<file path="config.mk">
export PLATFORM = sky130hd
export DESIGN_NAME = sgirc_top
export DESIGN_NICKNAME = d
export VERILOG_FILES = /design/src/sgirc_pkg.sv /design/src/sgirc_top.sv
export SDC_FILE = /design/constraint.sdc
export NUM_CORES = 1
export LEC_CHECK = 0
export BUFFER_PORTS_ARGS = -buffer_cell sky130_fd_sc_hd__buf_2
export CORE_MARGIN = 1
export CORE_UTILIZATION = 30
export CTS_BUF_LIST = sky130_fd_sc_hd__clkbuf_4 sky130_fd_sc_hd__clkbuf_8
export DETAILED_ROUTE_END_ITERATION = 12
export PLACE_DENSITY = 0.63
export SLEW_MARGIN = 20
export SYNTH_ARGS = -nofsm -noshare
export SYNTH_HDL_FRONTEND = slang
export SYNTH_SLANG_ARGS = --single-unit
</file>
<file path="constraint.sdc">
create_clock -name aclk -period 2.95 [get_ports aclk]
set_clock_uncertainty 0.1 [all_clocks]
set_input_delay 0.295 -clock aclk [delete_from_list [all_inputs] [get_ports aclk]]
set_output_delay 0.295 -clock aclk [all_outputs]
set_load 0.005 [all_outputs]
</file>
<file path="src/sgirc_pkg.sv">
// Constants, register map and types for the status, pin, interrupt and start-up controller
// Behaviour
// - Four multipurpose pins, each independently input or output.
// - Per pin, configuration picks register-controlled general purpose or fixed function.
// - Before configuration loads, every pin is an input acting as output-enable control; here clk_out_en stays 0 until then and only pins 1:0 ever select a map.
// - Fixed inputs: pin 2 picks reference 1 when high; pins 1:0 pick map.
// - Fixed outputs: pins 3..0 drive lock-loss, signal-loss 0, signal-loss 1, holdover.
// - A general-purpose input pin level is readable in the input register bit.
// - A general-purpose output pin drives the last written output register bit.
// - All status flags are active high.
// - Lock-loss clears on lock, or on lock with synchronisation finished, selectable.
// - Sticky interrupt flags for lock loss, holdover and both signal losses.
// - A flag stays set until alarm gone and software writes one, or reset.
// - Each flag has an enable gating the summary; enables clear on reset.
// - Summary flag and active-low interrupt pin assert when any enabled flag set.
// - Pins 1:0 as output-enable controls select one of four register-held maps.
// - Reset loads factory configuration; software writes are lost at reset.
// - Reset state while power-on reset or master reset input is asserted.
// - In reset, registers at defaults, state machines reset, bus accesses ignored.
// - In reset, pins are output-enable inputs, clocks disabled, interrupt bits cleared.
// - Self-configuration starts at the later release of both resets.
// - Load initial block first, then rest from serial memory, one-time memory, or both.
// - After full load, answer the bus, lock the PLL, then synchronise outputs.
// - Slave access to all registers; serial memory is only ever read.
// - Bus accesses wait while booting and are answered once configuration loads; changes possible once initialised.
package sgirc_pkg;
   localparam int NPINS = 4;
   localparam int NMAPS = 4;
   localparam int NOUTS = 4;

   // Register byte offsets
   localparam logic [7:0] OFS_PIN_DIR = 8'h00;
   localparam logic [7:0] OFS_PIN_FUNC = 8'h04;
   localparam logic [7:0] OFS_PIN_OUT = 8'h08;
   localparam logic [7:0] OFS_PIN_IN = 8'h0C;
   localparam logic [7:0] OFS_IRQ_STS = 8'h10;
   localparam logic [7:0] OFS_IRQ_EN = 8'h14;
   localparam logic [7:0] OFS_OUTEN_MAP = 8'h18;
   localparam logic [7:0] OFS_CTRL = 8'h1C;
   localparam logic [7:0] OFS_STATUS = 8'h20;
   localparam int ADDR_W = 8;

   // Field positions: flag vectors follow pin order 3..0
   localparam int FLG_HOLD = 0;
   localparam int FLG_LOS1 = 1;
   localparam int FLG_LOS0 = 2;
   localparam int FLG_LOL = 3;
   localparam int PIN_REFSEL = 2;
   localparam int CTRL_LOL_MODE = 0;
   localparam int CTRL_SW_REF = 1;
   localparam int ST_SUMMARY = 4;
   localparam int ST_CFG_DONE = 5;
   localparam int ST_RUNNING = 6;

   // Reset values
   localparam logic [3:0] RST_PIN_DIR = 4'h0;
   localparam logic [3:0] RST_PIN_FUNC = 4'h0;
   localparam logic [3:0] RST_PIN_OUT = 4'h0;
   localparam logic [3:0] RST_IRQ_EN = 4'h0;
   localparam logic [15:0] RST_OUTEN_MAP = 16'hFFFF;
   localparam logic [1:0] RST_CTRL = 2'h0;

   localparam logic [1:0] RESP_OKAY = 2'h0;
   localparam logic [1:0] RESP_SLVERR = 2'h2;

   // Configuration block codes on boot_blk
   localparam logic [1:0] BLK_OTP_INIT = 2'h0;
   localparam logic [1:0] BLK_EEPROM = 2'h1;
   localparam logic [1:0] BLK_OTP_REST = 2'h2;

   typedef enum logic [2:0] {
      BT_OTP_INIT,
      BT_CHECK,
      BT_EEPROM,
      BT_OTP_REST,
      BT_LOCK,
      BT_RUN
   } sgirc_boot_t;
endpackage

</file>
<file path="src/sgirc_top.sv">
// Multipurpose pins, status flags, sticky interrupts and start-up sequencer with AXI4-Lite registers
`timescale 1ns/1ps
module sgirc_top
   import sgirc_pkg::*;
(
   // Clock and resets
   input wire logic aclk,
   input wire logic aresetn,
   input wire logic master_reset_n,
   // AXI4-Lite slave
   input wire logic [ADDR_W-1:0] s_axi_awaddr,
   input wire logic s_axi_awvalid,
   output logic s_axi_awready,
   input wire logic [31:0] s_axi_wdata,
   input wire logic [3:0] s_axi_wstrb,
   input wire logic s_axi_wvalid,
   output logic s_axi_wready,
   output logic [1:0] s_axi_bresp,
   output logic s_axi_bvalid,
   input wire logic s_axi_bready,
   input wire logic [ADDR_W-1:0] s_axi_araddr,
   input wire logic s_axi_arvalid,
   output logic s_axi_arready,
   output logic [31:0] s_axi_rdata,
   output logic [1:0] s_axi_rresp,
   output logic s_axi_rvalid,
   input wire logic s_axi_rready,
   // Multipurpose pins
   input wire logic [NPINS-1:0] pin_i,
   output logic [NPINS-1:0] pin_o,
   output logic [NPINS-1:0] pin_oe,
   // PLL status
   input wire logic pll_locked,
   input wire logic pll_sync_busy,
   input wire logic [1:0] ref_los,
   input wire logic pll_holdover,
   // Configuration loader
   output logic boot_req,
   output logic [1:0] boot_blk,
   input wire logic boot_ack,
   input wire logic boot_use_eeprom,
   input wire logic boot_use_otp_rest,
   input wire logic [NPINS-1:0] otp_pin_dir,
   input wire logic [NPINS-1:0] otp_pin_func,
   input wire logic [15:0] otp_outen_map,
   // Clock control
   output logic [NOUTS-1:0] clk_out_en,
   output logic manual_ref_select,
   output logic pll_lock_start,
   output logic out_sync,
   // Interrupt pin
   output logic irq_n
);

   logic rst;
   logic [NPINS-1:0] pin_s1_q;
   logic [NPINS-1:0] pin_s2_q;
   logic [NPINS-1:0] pin_dir_q;
   logic [NPINS-1:0] pin_func_q;
   logic [NPINS-1:0] pin_out_reg_q;
   logic [NPINS-1:0] irq_en_q;
   logic [NPINS-1:0] irq_sts_q;
   logic [NPINS-1:0] irq_sts_d;
   logic [15:0] outen_map_q;
   logic [1:0] ctrl_q;
   logic [NPINS-1:0] flags_q;
   logic [NPINS-1:0] pin_o_q;
   logic [NPINS-1:0] pin_oe_q;
   logic [NOUTS-1:0] clk_out_en_q;
   logic ref_sel_q;
   logic irq_n_q;
   logic summary;
   sgirc_boot_t boot_q;
   logic boot_req_q;
   logic [1:0] boot_blk_q;
   logic lock_start_q;
   logic out_sync_q;
   logic cfg_done;
   logic [1:0] outen_sel;
   logic awready_q;
   logic wready_q;
   logic aw_hold_q;
   logic w_hold_q;
   logic [ADDR_W-1:0] aw_addr_q;
   logic [31:0] w_data_q;
   logic [3:0] w_strb_q;
   logic bvalid_q;
   logic [1:0] bresp_q;
   logic arready_q;
   logic rvalid_q;
   logic [31:0] rdata_q;
   logic [1:0] rresp_q;
   logic wr_fire;
   logic [31:0] wmask;
   logic [31:0] rd_word;
   logic rd_hit;
   logic wr_hit;

   // Either reset source holds the whole block in its reset state
   assign rst = !aresetn || !master_reset_n;

   function automatic logic [31:0] lane_mask(input logic [3:0] strb);
      logic [31:0] m;
      m = 32'h0000_0000;
      for (int i = 0; i < 4; i++) begin
         m[i*8 +: 8] = {8{strb[i]}};
      end
      return m;
   endfunction

   assign cfg_done = (boot_q == BT_LOCK) || (boot_q == BT_RUN);
   assign wr_fire = aw_hold_q && w_hold_q && !bvalid_q;
   assign wmask = lane_mask(w_strb_q);

   // Pin synchronisers: stage one feeds only stage two
   generate
      for (genvar p = 0; p < NPINS; p++) begin : g_pin
         always_ff @(posedge aclk) begin
            if (rst) begin
               pin_s1_q[p] <= 1'b0;
               pin_s2_q[p] <= 1'b0;
            end else begin
               pin_s1_q[p] <= pin_i[p];
               pin_s2_q[p] <= pin_s1_q[p];
            end
         end

         always_ff @(posedge aclk) begin
            if (rst) begin
               pin_oe_q[p] <= 1'b0;
               pin_o_q[p] <= 1'b0;
            end else begin
               pin_oe_q[p] <= pin_dir_q[p];
               if (pin_func_q[p]) begin
                  pin_o_q[p] <= pin_out_reg_q[p];
               end else begin
                  pin_o_q[p] <= flags_q[p];
               end
            end
         end
      end
   endgenerate

   // Live status flags, active high
   always_ff @(posedge aclk) begin
      if (rst) begin
         flags_q <= 4'h0;
      end else begin
         // Mode 1 keeps lock-loss up until output synchronisation has settled
         flags_q[FLG_LOL] <= !pll_locked || (ctrl_q[CTRL_LOL_MODE] && pll_sync_busy);
         flags_q[FLG_LOS0] <= ref_los[0];
         flags_q[FLG_LOS1] <= ref_los[1];
         flags_q[FLG_HOLD] <= pll_holdover;
      end
   end

   // Sticky flags: an active alarm re-sets in the same cycle, so a clear only lands once it has gone
   always_comb begin
      irq_sts_d = irq_sts_q | flags_q;
      if (wr_fire && aw_addr_q == OFS_IRQ_STS) begin
         irq_sts_d = (irq_sts_q & ~(w_data_q[NPINS-1:0] & wmask[NPINS-1:0])) | flags_q;
      end
   end

   assign summary = |(irq_sts_q & irq_en_q);

   always_ff @(posedge aclk) begin
      if (rst) begin
         irq_sts_q <= 4'h0;
         irq_n_q <= 1'b1;
      end else begin
         irq_sts_q <= irq_sts_d;
         irq_n_q <= !(|(irq_sts_d & irq_en_q));
      end
   end

   // Pins 1:0 steer the map only when both are fixed-function inputs; otherwise map 0
   always_comb begin
      outen_sel = 2'h0;
      if (!pin_dir_q[1] && !pin_func_q[1] && !pin_dir_q[0] && !pin_func_q[0]) begin
         outen_sel = pin_s2_q[1:0];
      end
   end

   always_ff @(posedge aclk) begin
      if (rst) begin
         clk_out_en_q <= 4'h0;
         ref_sel_q <= 1'b0;
      end else begin
         clk_out_en_q <= cfg_done ? outen_map_q[outen_sel*NOUTS +: NOUTS] : 4'h0;
         if (!pin_dir_q[PIN_REFSEL] && !pin_func_q[PIN_REFSEL]) begin
            ref_sel_q <= pin_s2_q[PIN_REFSEL];
         end else begin
            ref_sel_q <= ctrl_q[CTRL_SW_REF];
         end
      end
   end

   // Start-up sequencer
   always_ff @(posedge aclk) begin
      if (rst) begin
         boot_q <= BT_OTP_INIT;
         boot_req_q <= 1'b0;
         boot_blk_q <= BLK_OTP_INIT;
         lock_start_q <= 1'b0;
         out_sync_q <= 1'b0;
      end else begin
         out_sync_q <= 1'b0;
         case (boot_q)
            BT_OTP_INIT: begin
               boot_req_q <= !boot_ack;
               boot_blk_q <= BLK_OTP_INIT;
               if (boot_req_q && boot_ack) begin
                  boot_q <= BT_CHECK;
               end
            end
            BT_CHECK: begin
               if (boot_use_eeprom) begin
                  boot_q <= BT_EEPROM;
                  boot_blk_q <= BLK_EEPROM;
                  boot_req_q <= 1'b1;
               end else if (boot_use_otp_rest) begin
                  boot_q <= BT_OTP_REST;
                  boot_blk_q <= BLK_OTP_REST;
                  boot_req_q <= 1'b1;
               end else begin
                  boot_q <= BT_LOCK;
                  lock_start_q <= 1'b1;
               end
            end
            BT_EEPROM: begin
               if (boot_ack) begin
                  boot_req_q <= boot_use_otp_rest;
                  boot_blk_q <= BLK_OTP_REST;
                  boot_q <= boot_use_otp_rest ? BT_OTP_REST : BT_LOCK;
                  lock_start_q <= !boot_use_otp_rest;
               end
            end
            BT_OTP_REST: begin
               if (boot_ack) begin
                  boot_req_q <= 1'b0;
                  boot_q <= BT_LOCK;
                  lock_start_q <= 1'b1;
               end
            end
            BT_LOCK: begin
               if (pll_locked) begin
                  boot_q <= BT_RUN;
                  out_sync_q <= 1'b1;
               end
            end
            default: begin
               boot_q <= BT_RUN;
            end
         endcase
      end
   end

   // Configuration registers: factory load during boot, software writes only afterwards
   always_ff @(posedge aclk) begin
      if (rst) begin
         pin_dir_q <= RST_PIN_DIR;
         pin_func_q <= RST_PIN_FUNC;
         pin_out_reg_q <= RST_PIN_OUT;
         irq_en_q <= RST_IRQ_EN;
         outen_map_q <= RST_OUTEN_MAP;
         ctrl_q <= RST_CTRL;
      end else if (boot_q == BT_OTP_INIT && boot_req_q && boot_ack) begin
         pin_dir_q <= otp_pin_dir;
         pin_func_q <= otp_pin_func;
         outen_map_q <= otp_outen_map;
      end else if (wr_fire) begin
         if (aw_addr_q == OFS_PIN_DIR) begin
            pin_dir_q <= (pin_dir_q & ~wmask[3:0]) | (w_data_q[3:0] & wmask[3:0]);
         end else if (aw_addr_q == OFS_PIN_FUNC) begin
            pin_func_q <= (pin_func_q & ~wmask[3:0]) | (w_data_q[3:0] & wmask[3:0]);
         end else if (aw_addr_q == OFS_PIN_OUT) begin
            pin_out_reg_q <= (pin_out_reg_q & ~wmask[3:0]) | (w_data_q[3:0] & wmask[3:0]);
         end else if (aw_addr_q == OFS_IRQ_EN) begin
            irq_en_q <= (irq_en_q & ~wmask[3:0]) | (w_data_q[3:0] & wmask[3:0]);
         end else if (aw_addr_q == OFS_OUTEN_MAP) begin
            outen_map_q <= (outen_map_q & ~wmask[15:0]) | (w_data_q[15:0] & wmask[15:0]);
         end else if (aw_addr_q == OFS_CTRL) begin
            ctrl_q <= (ctrl_q & ~wmask[1:0]) | (w_data_q[1:0] & wmask[1:0]);
         end
      end
   end

   always_comb begin
      wr_hit = 1'b1;
      if (aw_addr_q == OFS_PIN_IN || aw_addr_q == OFS_STATUS) begin
         wr_hit = 1'b1;
      end else if (aw_addr_q > OFS_STATUS || aw_addr_q[1:0] != 2'h0) begin
         wr_hit = 1'b0;
      end
   end

   always_comb begin
      rd_word = 32'h0000_0000;
      rd_hit = 1'b1;
      if (s_axi_araddr == OFS_PIN_DIR) begin
         rd_word[3:0] = pin_dir_q;
      end else if (s_axi_araddr == OFS_PIN_FUNC) begin
         rd_word[3:0] = pin_func_q;
      end else if (s_axi_araddr == OFS_PIN_OUT) begin
         rd_word[3:0] = pin_out_reg_q;
      end else if (s_axi_araddr == OFS_PIN_IN) begin
         rd_word[3:0] = pin_s2_q;
      end else if (s_axi_araddr == OFS_IRQ_STS) begin
         rd_word[3:0] = irq_sts_q;
      end else if (s_axi_araddr == OFS_IRQ_EN) begin
         rd_word[3:0] = irq_en_q;
      end else if (s_axi_araddr == OFS_OUTEN_MAP) begin
         rd_word[15:0] = outen_map_q;
      end else if (s_axi_araddr == OFS_CTRL) begin
         rd_word[1:0] = ctrl_q;
      end else if (s_axi_araddr == OFS_STATUS) begin
         rd_word[3:0] = flags_q;
         rd_word[ST_SUMMARY] = summary;
         rd_word[ST_CFG_DONE] = cfg_done;
         rd_word[ST_RUNNING] = (boot_q == BT_RUN);
      end else begin
         rd_hit = 1'b0;
      end
   end

   // Write channels; ready is withheld until configuration is loaded, so early accesses wait
   always_ff @(posedge aclk) begin
      if (rst) begin
         awready_q <= 1'b0;
         wready_q <= 1'b0;
         aw_hold_q <= 1'b0;
         w_hold_q <= 1'b0;
         aw_addr_q <= '0;
         w_data_q <= 32'h0000_0000;
         w_strb_q <= 4'h0;
         bvalid_q <= 1'b0;
         bresp_q <= RESP_OKAY;
      end else begin
         awready_q <= !awready_q && s_axi_awvalid && !aw_hold_q && !bvalid_q && cfg_done;
         wready_q <= !wready_q && s_axi_wvalid && !w_hold_q && !bvalid_q && cfg_done;
         if (s_axi_awvalid && awready_q) begin
            aw_hold_q <= 1'b1;
            aw_addr_q <= s_axi_awaddr;
         end
         if (s_axi_wvalid && wready_q) begin
            w_hold_q <= 1'b1;
            w_data_q <= s_axi_wdata;
            w_strb_q <= s_axi_wstrb;
         end
         if (wr_fire) begin
            aw_hold_q <= 1'b0;
            w_hold_q <= 1'b0;
            bvalid_q <= 1'b1;
            bresp_q <= wr_hit ? RESP_OKAY : RESP_SLVERR;
         end else if (bvalid_q && s_axi_bready) begin
            bvalid_q <= 1'b0;
         end
      end
   end

   // Read channel; address sampled at the handshake edge
   always_ff @(posedge aclk) begin
      if (rst) begin
         arready_q <= 1'b0;
         rvalid_q <= 1'b0;
         rdata_q <= 32'h0000_0000;
         rresp_q <= RESP_OKAY;
      end else begin
         arready_q <= !arready_q && s_axi_arvalid && !rvalid_q && cfg_done;
         if (s_axi_arvalid && arready_q) begin
            rvalid_q <= 1'b1;
            rdata_q <= rd_word;
            rresp_q <= rd_hit ? RESP_OKAY : RESP_SLVERR;
         end else if (rvalid_q && s_axi_rready) begin
            rvalid_q <= 1'b0;
         end
      end
   end

   assign s_axi_awready = awready_q;
   assign s_axi_wready = wready_q;
   assign s_axi_bvalid = bvalid_q;
   assign s_axi_bresp = bresp_q;
   assign s_axi_arready = arready_q;
   assign s_axi_rvalid = rvalid_q;
   assign s_axi_rdata = rdata_q;
   assign s_axi_rresp = rresp_q;
   assign pin_o = pin_o_q;
   assign pin_oe = pin_oe_q;
   assign clk_out_en = clk_out_en_q;
   assign manual_ref_select = ref_sel_q;
   assign irq_n = irq_n_q;
   assign boot_req = boot_req_q;
   assign boot_blk = boot_blk_q;
   assign pll_lock_start = lock_start_q;
   assign out_sync = out_sync_q;

endmodule

</file>
# Word level (Yosys, flattened, before mapping)
# Cells that the tools add are included.
# totals
register_bits	125
inputBits	96
out_inout_bits	60
wordCells	267
# classes
n_lt_le_gt_ge	1
n_eq_ne	32
shift	1
mux	77
bitwise_logic	32
reduce_logical	79
# op_table
cell	count
$mux 16	7
$mux 12	6
$eq 8x5->1 const B	8
$mux 4	14
$and 16x16->16	2
$and 4x4->4	8
$eq 8x4->1 const B	4
$mux 1	29
$logic_and 1x1->1	27
$or 4x4->4	6
$ne 2x2->1 const B	10
$logic_not 1->1	19
$mux 3	6
$eq 8x3->1 const B	2
$eq 8x6->1 const B	2
$logic_not 8->1	2
$not 16->16	1
$or 16x16->16	1
$shiftx 16x5->4	1
$pmux 3 s5	1
$mux 2	7
$mux 7	2
$reduce_bool 2->1	7
$reduce_and 6->1	2
26 further kinds	48

# Depth between registers and ports, before layout
# logic_depth
word_depth	11
ltp_mapped	8
mapped_depth_nobuf	4

# Least setup slack after synthesis
# OpenSTA, ideal clock, no wires.
# synth_path
path_kind	register -> register
start	register aw_addr_q[7]
end	register with a tool-made name
t_arrival_ns	1.932
path_slack_ns	0.845
stages_incl_launch_ff	7
path_buffers	2
cell_sequence	dfxtp_1 or4_4 or4_4 buf_6 and2_4 buf_6 o211ai_2
# synth_rtl
item	line_no	source
start: declaration	sgirc_top.sv:84	logic [ADDR_W-1:0] aw_addr_q;
start signal: assignment	sgirc_top.sv:344	aw_addr_q <= s_axi_awaddr;

==> reports/metrics.csv <==
metric,value,unit
Util after Layout,38.2,%
FP Rows,50,
classification of the worst-slack hold path,in -> reg,
peak supply drop,0.284,mV
R2R depth,4,
input/output buffers,119,
Max Buffers Root-to-Sink,2,
via count,5550,
post-synth top area cell,dfxtp_1,
"CTS clk-pin slew, worst paths",0.07,ns
Achievable Freq,0.460,GHz
status,completed,
htree depth,4,
post-DR vias/cell,5.27,
Syn Area/Cell,8.48,sq um
setup bufs post-CTS,0,
initial core utilization,30.7,%
Die ar.,19800,sq um
layout cells sized above 1,21.9,%
cells after synthesis,680,
number of synthesized flops with an enable pin,0,
DRT Wirelength,17600,um
fin nets,904,
hold path cells,3,
initial antenna violation count,0,
critical path startpoint category,register,
dpl hpwl,12700,um
crit path capture type,register,
final worst path period share,73.7,%
final worst slack,0.777,ns
unrepaired setup endpoints after global routing,no,
minimum clock period,2.17,ns
sequential-to-total area share from yosys stat,42.7,%
Max-cap violations,0,
"Clk Latency, worst-skew pair",0.44,ns
final non-filler cell total,1053,
global-route usage over all layers,18.2,%
final antenna-violating net count,0,
DRT iter0 DRCs,526,
PD cells,481,nW/um^2
fill count,1963,
post-route cell area,7170,sq um
WHS,0.0242,ns
dpl cells,992,
Leakage,2.84,nW
Max-slew headroom,40.3,%
Inserted Clock Buffers,17,
vias in the first global route,5110,
synthesized area,5770,sq um
Die H,141,um
Power Total,3.45,mW
Core Region,18800,sq um
wire per inst,16.7,um
clk sinks,123,
DR pass1 iterations,5,
"Slew Viols, Final",0,
top-area cell type share of the netlist area,42.7,%
critical path peak fanout,26,
Yosys cell types,62,
CTS tree,done,
Yosys Warn Count,0,
Placement Setup Slack,0.701,ns
ys async rst share,0,%
Antenna Cells,0,
drc violations,0,
Critical Path AT,2.44,ns
final number of setup-violating endpoints,0,
post-cts resize count,0,
gpl congestion,0.843,
Hold Fails Final Rpt,0,
kind of critical path,reg -> reg,
synth top area cells,"dfxtp_1 43%, nand2_1 4.9%, a21oi_1 4.4%",
Congestion Overflow GR,0,
Yosys reg bits,123,
Root Buffer,clkbuf_8,
# IOs,156,
Die Wd,141,um
placed instance area,6460,sq um
final setup TNS,0,ns
worst path required time,3.22,ns
first-pass GRT wire length,27800,um
top_reg_cell synth,dfxtp_1,
Layout Area Growth over Synthesis,24.3,%
worst slew pin tran,0.896,ns
largest net degree at the start of global routing,45,
## repair_timing
| item | 4_1_cts | 5_1_grt |
|---|---|---|
| hold buffers | 30 | 1 |
| endpoints found under the setup margin | 0 | 0 |
| endpoints found under the hold margin | 30 | 1 |
## cell usage in the layout (no fill, tap or decap), types with 6 or more instances in the layout
master,count
nand2b_1,9
dlygate4sd3_1,31
a31oi_1,16
nor3_1,29
o21ai_0,18
dfxtp_1,123
o22ai_1,6
clkbuf_8,18
o211ai_2,8
a211oi_1,16
and3_1,27
conb_1,18
a22oi_1,14
nand4_1,8
buf_4,10
a21oi_1,51
and2_1,6
nor2_1,36
nand2_1,75
nor4b_1,6
buf_2,119
inv_1,8
nor4_1,20
nand3_1,29
mux2i_1,21
nor2b_1,12
## final cells by class
class | count | area (sq um) | share of cell area, %
tap | 234 | 293 | 4.09
clock inverter | 12 | 150 | 2.09
clock buffer | 18 | 248 | 3.46
timing repair buffer | 160 | 981 | 13.7
multi-input combinational | 498 | 3000 | 41.9
sequential | 123 | 2460 | 34.4
inverter | 8 | 30.0 | 0.419
## worst paths after layout
check	startpoint	endpoint	slack (ns)
worst max-delay path	boot_req	register	0.78
worst min-delay path	s_axi_wdata[11]	w_data_q[11]	0.02
worst max register to register	boot_req	register	0.78
worst min register to register	w_data_q[11]	w_data_q[11]	0.36
## where the power goes
| group | leakage (nW) | internal (mW) | switching, mW |
|---|---|---|---|
| Combinational | 1.65 | 0.103 | 0.132 |
| Sequential | 0.994 | 1.67 | 0.0131 |
| Clock | 0.196 | 0.843 | 0.682 |
## worst max-delay path, cell delays in order (launching register included)
cell and delay, ns:
dfxtp_1 0.37, and3b_1 0.47, and2_1 0.79, o21ai_0 0.21
a21oi_1 0.16
## cells in the mapped netlist, types with 3 or more instances
library cell,number
and4_1,4
a2111oi_0,3
nor2_1,36
and2_1,6
a32oi_1,3
inv_1,8
a211oi_1,16
nand2_1,76
a22o_1,4
o21ai_0,18
and3_1,27
o22ai_1,6
nor3_1,29
a21oi_1,51
nor4b_1,6
mux2i_1,21
nor2b_1,12
nand2b_1,9
clkbuf_1,40
buf_4,18
nand4_1,8
o211ai_2,8
buf_1,8
dfxtp_1,123
nand3b_1,4
nor4_1,20
nand3_1,29
a22oi_1,14
nor3b_1,3
o21bai_1,3
or4_1,4
a31oi_1,16
a311oi_1,4
## metal layers
layer | part of all wire, % | up-vias | global-route usage, %
li1 | - | 2750 | -
met1 | 48 | 2578 | 25.3
met2 | 44 | 198 | 27.0
met3 | 6.7 | 24 | 5.06
met4 | 1.5 | 0 | 5.66
met5 | 0 | - | 0
## kinds of logic (layout without fill, tap and decap cells)
group | Yosys count | count (layout) | synth area share [%]
simple gates | 291 | 291 | 27.3
compound gates | 166 | 166 | 19.5
buf+inv | 76 | 198 | 6.38
flops | 123 | 123 | 42.7
other cells | 1 | 18 | 0.0650
mux | 23 | 23 | 4.04
Note: power is estimated with default switching activity, not from simulation.
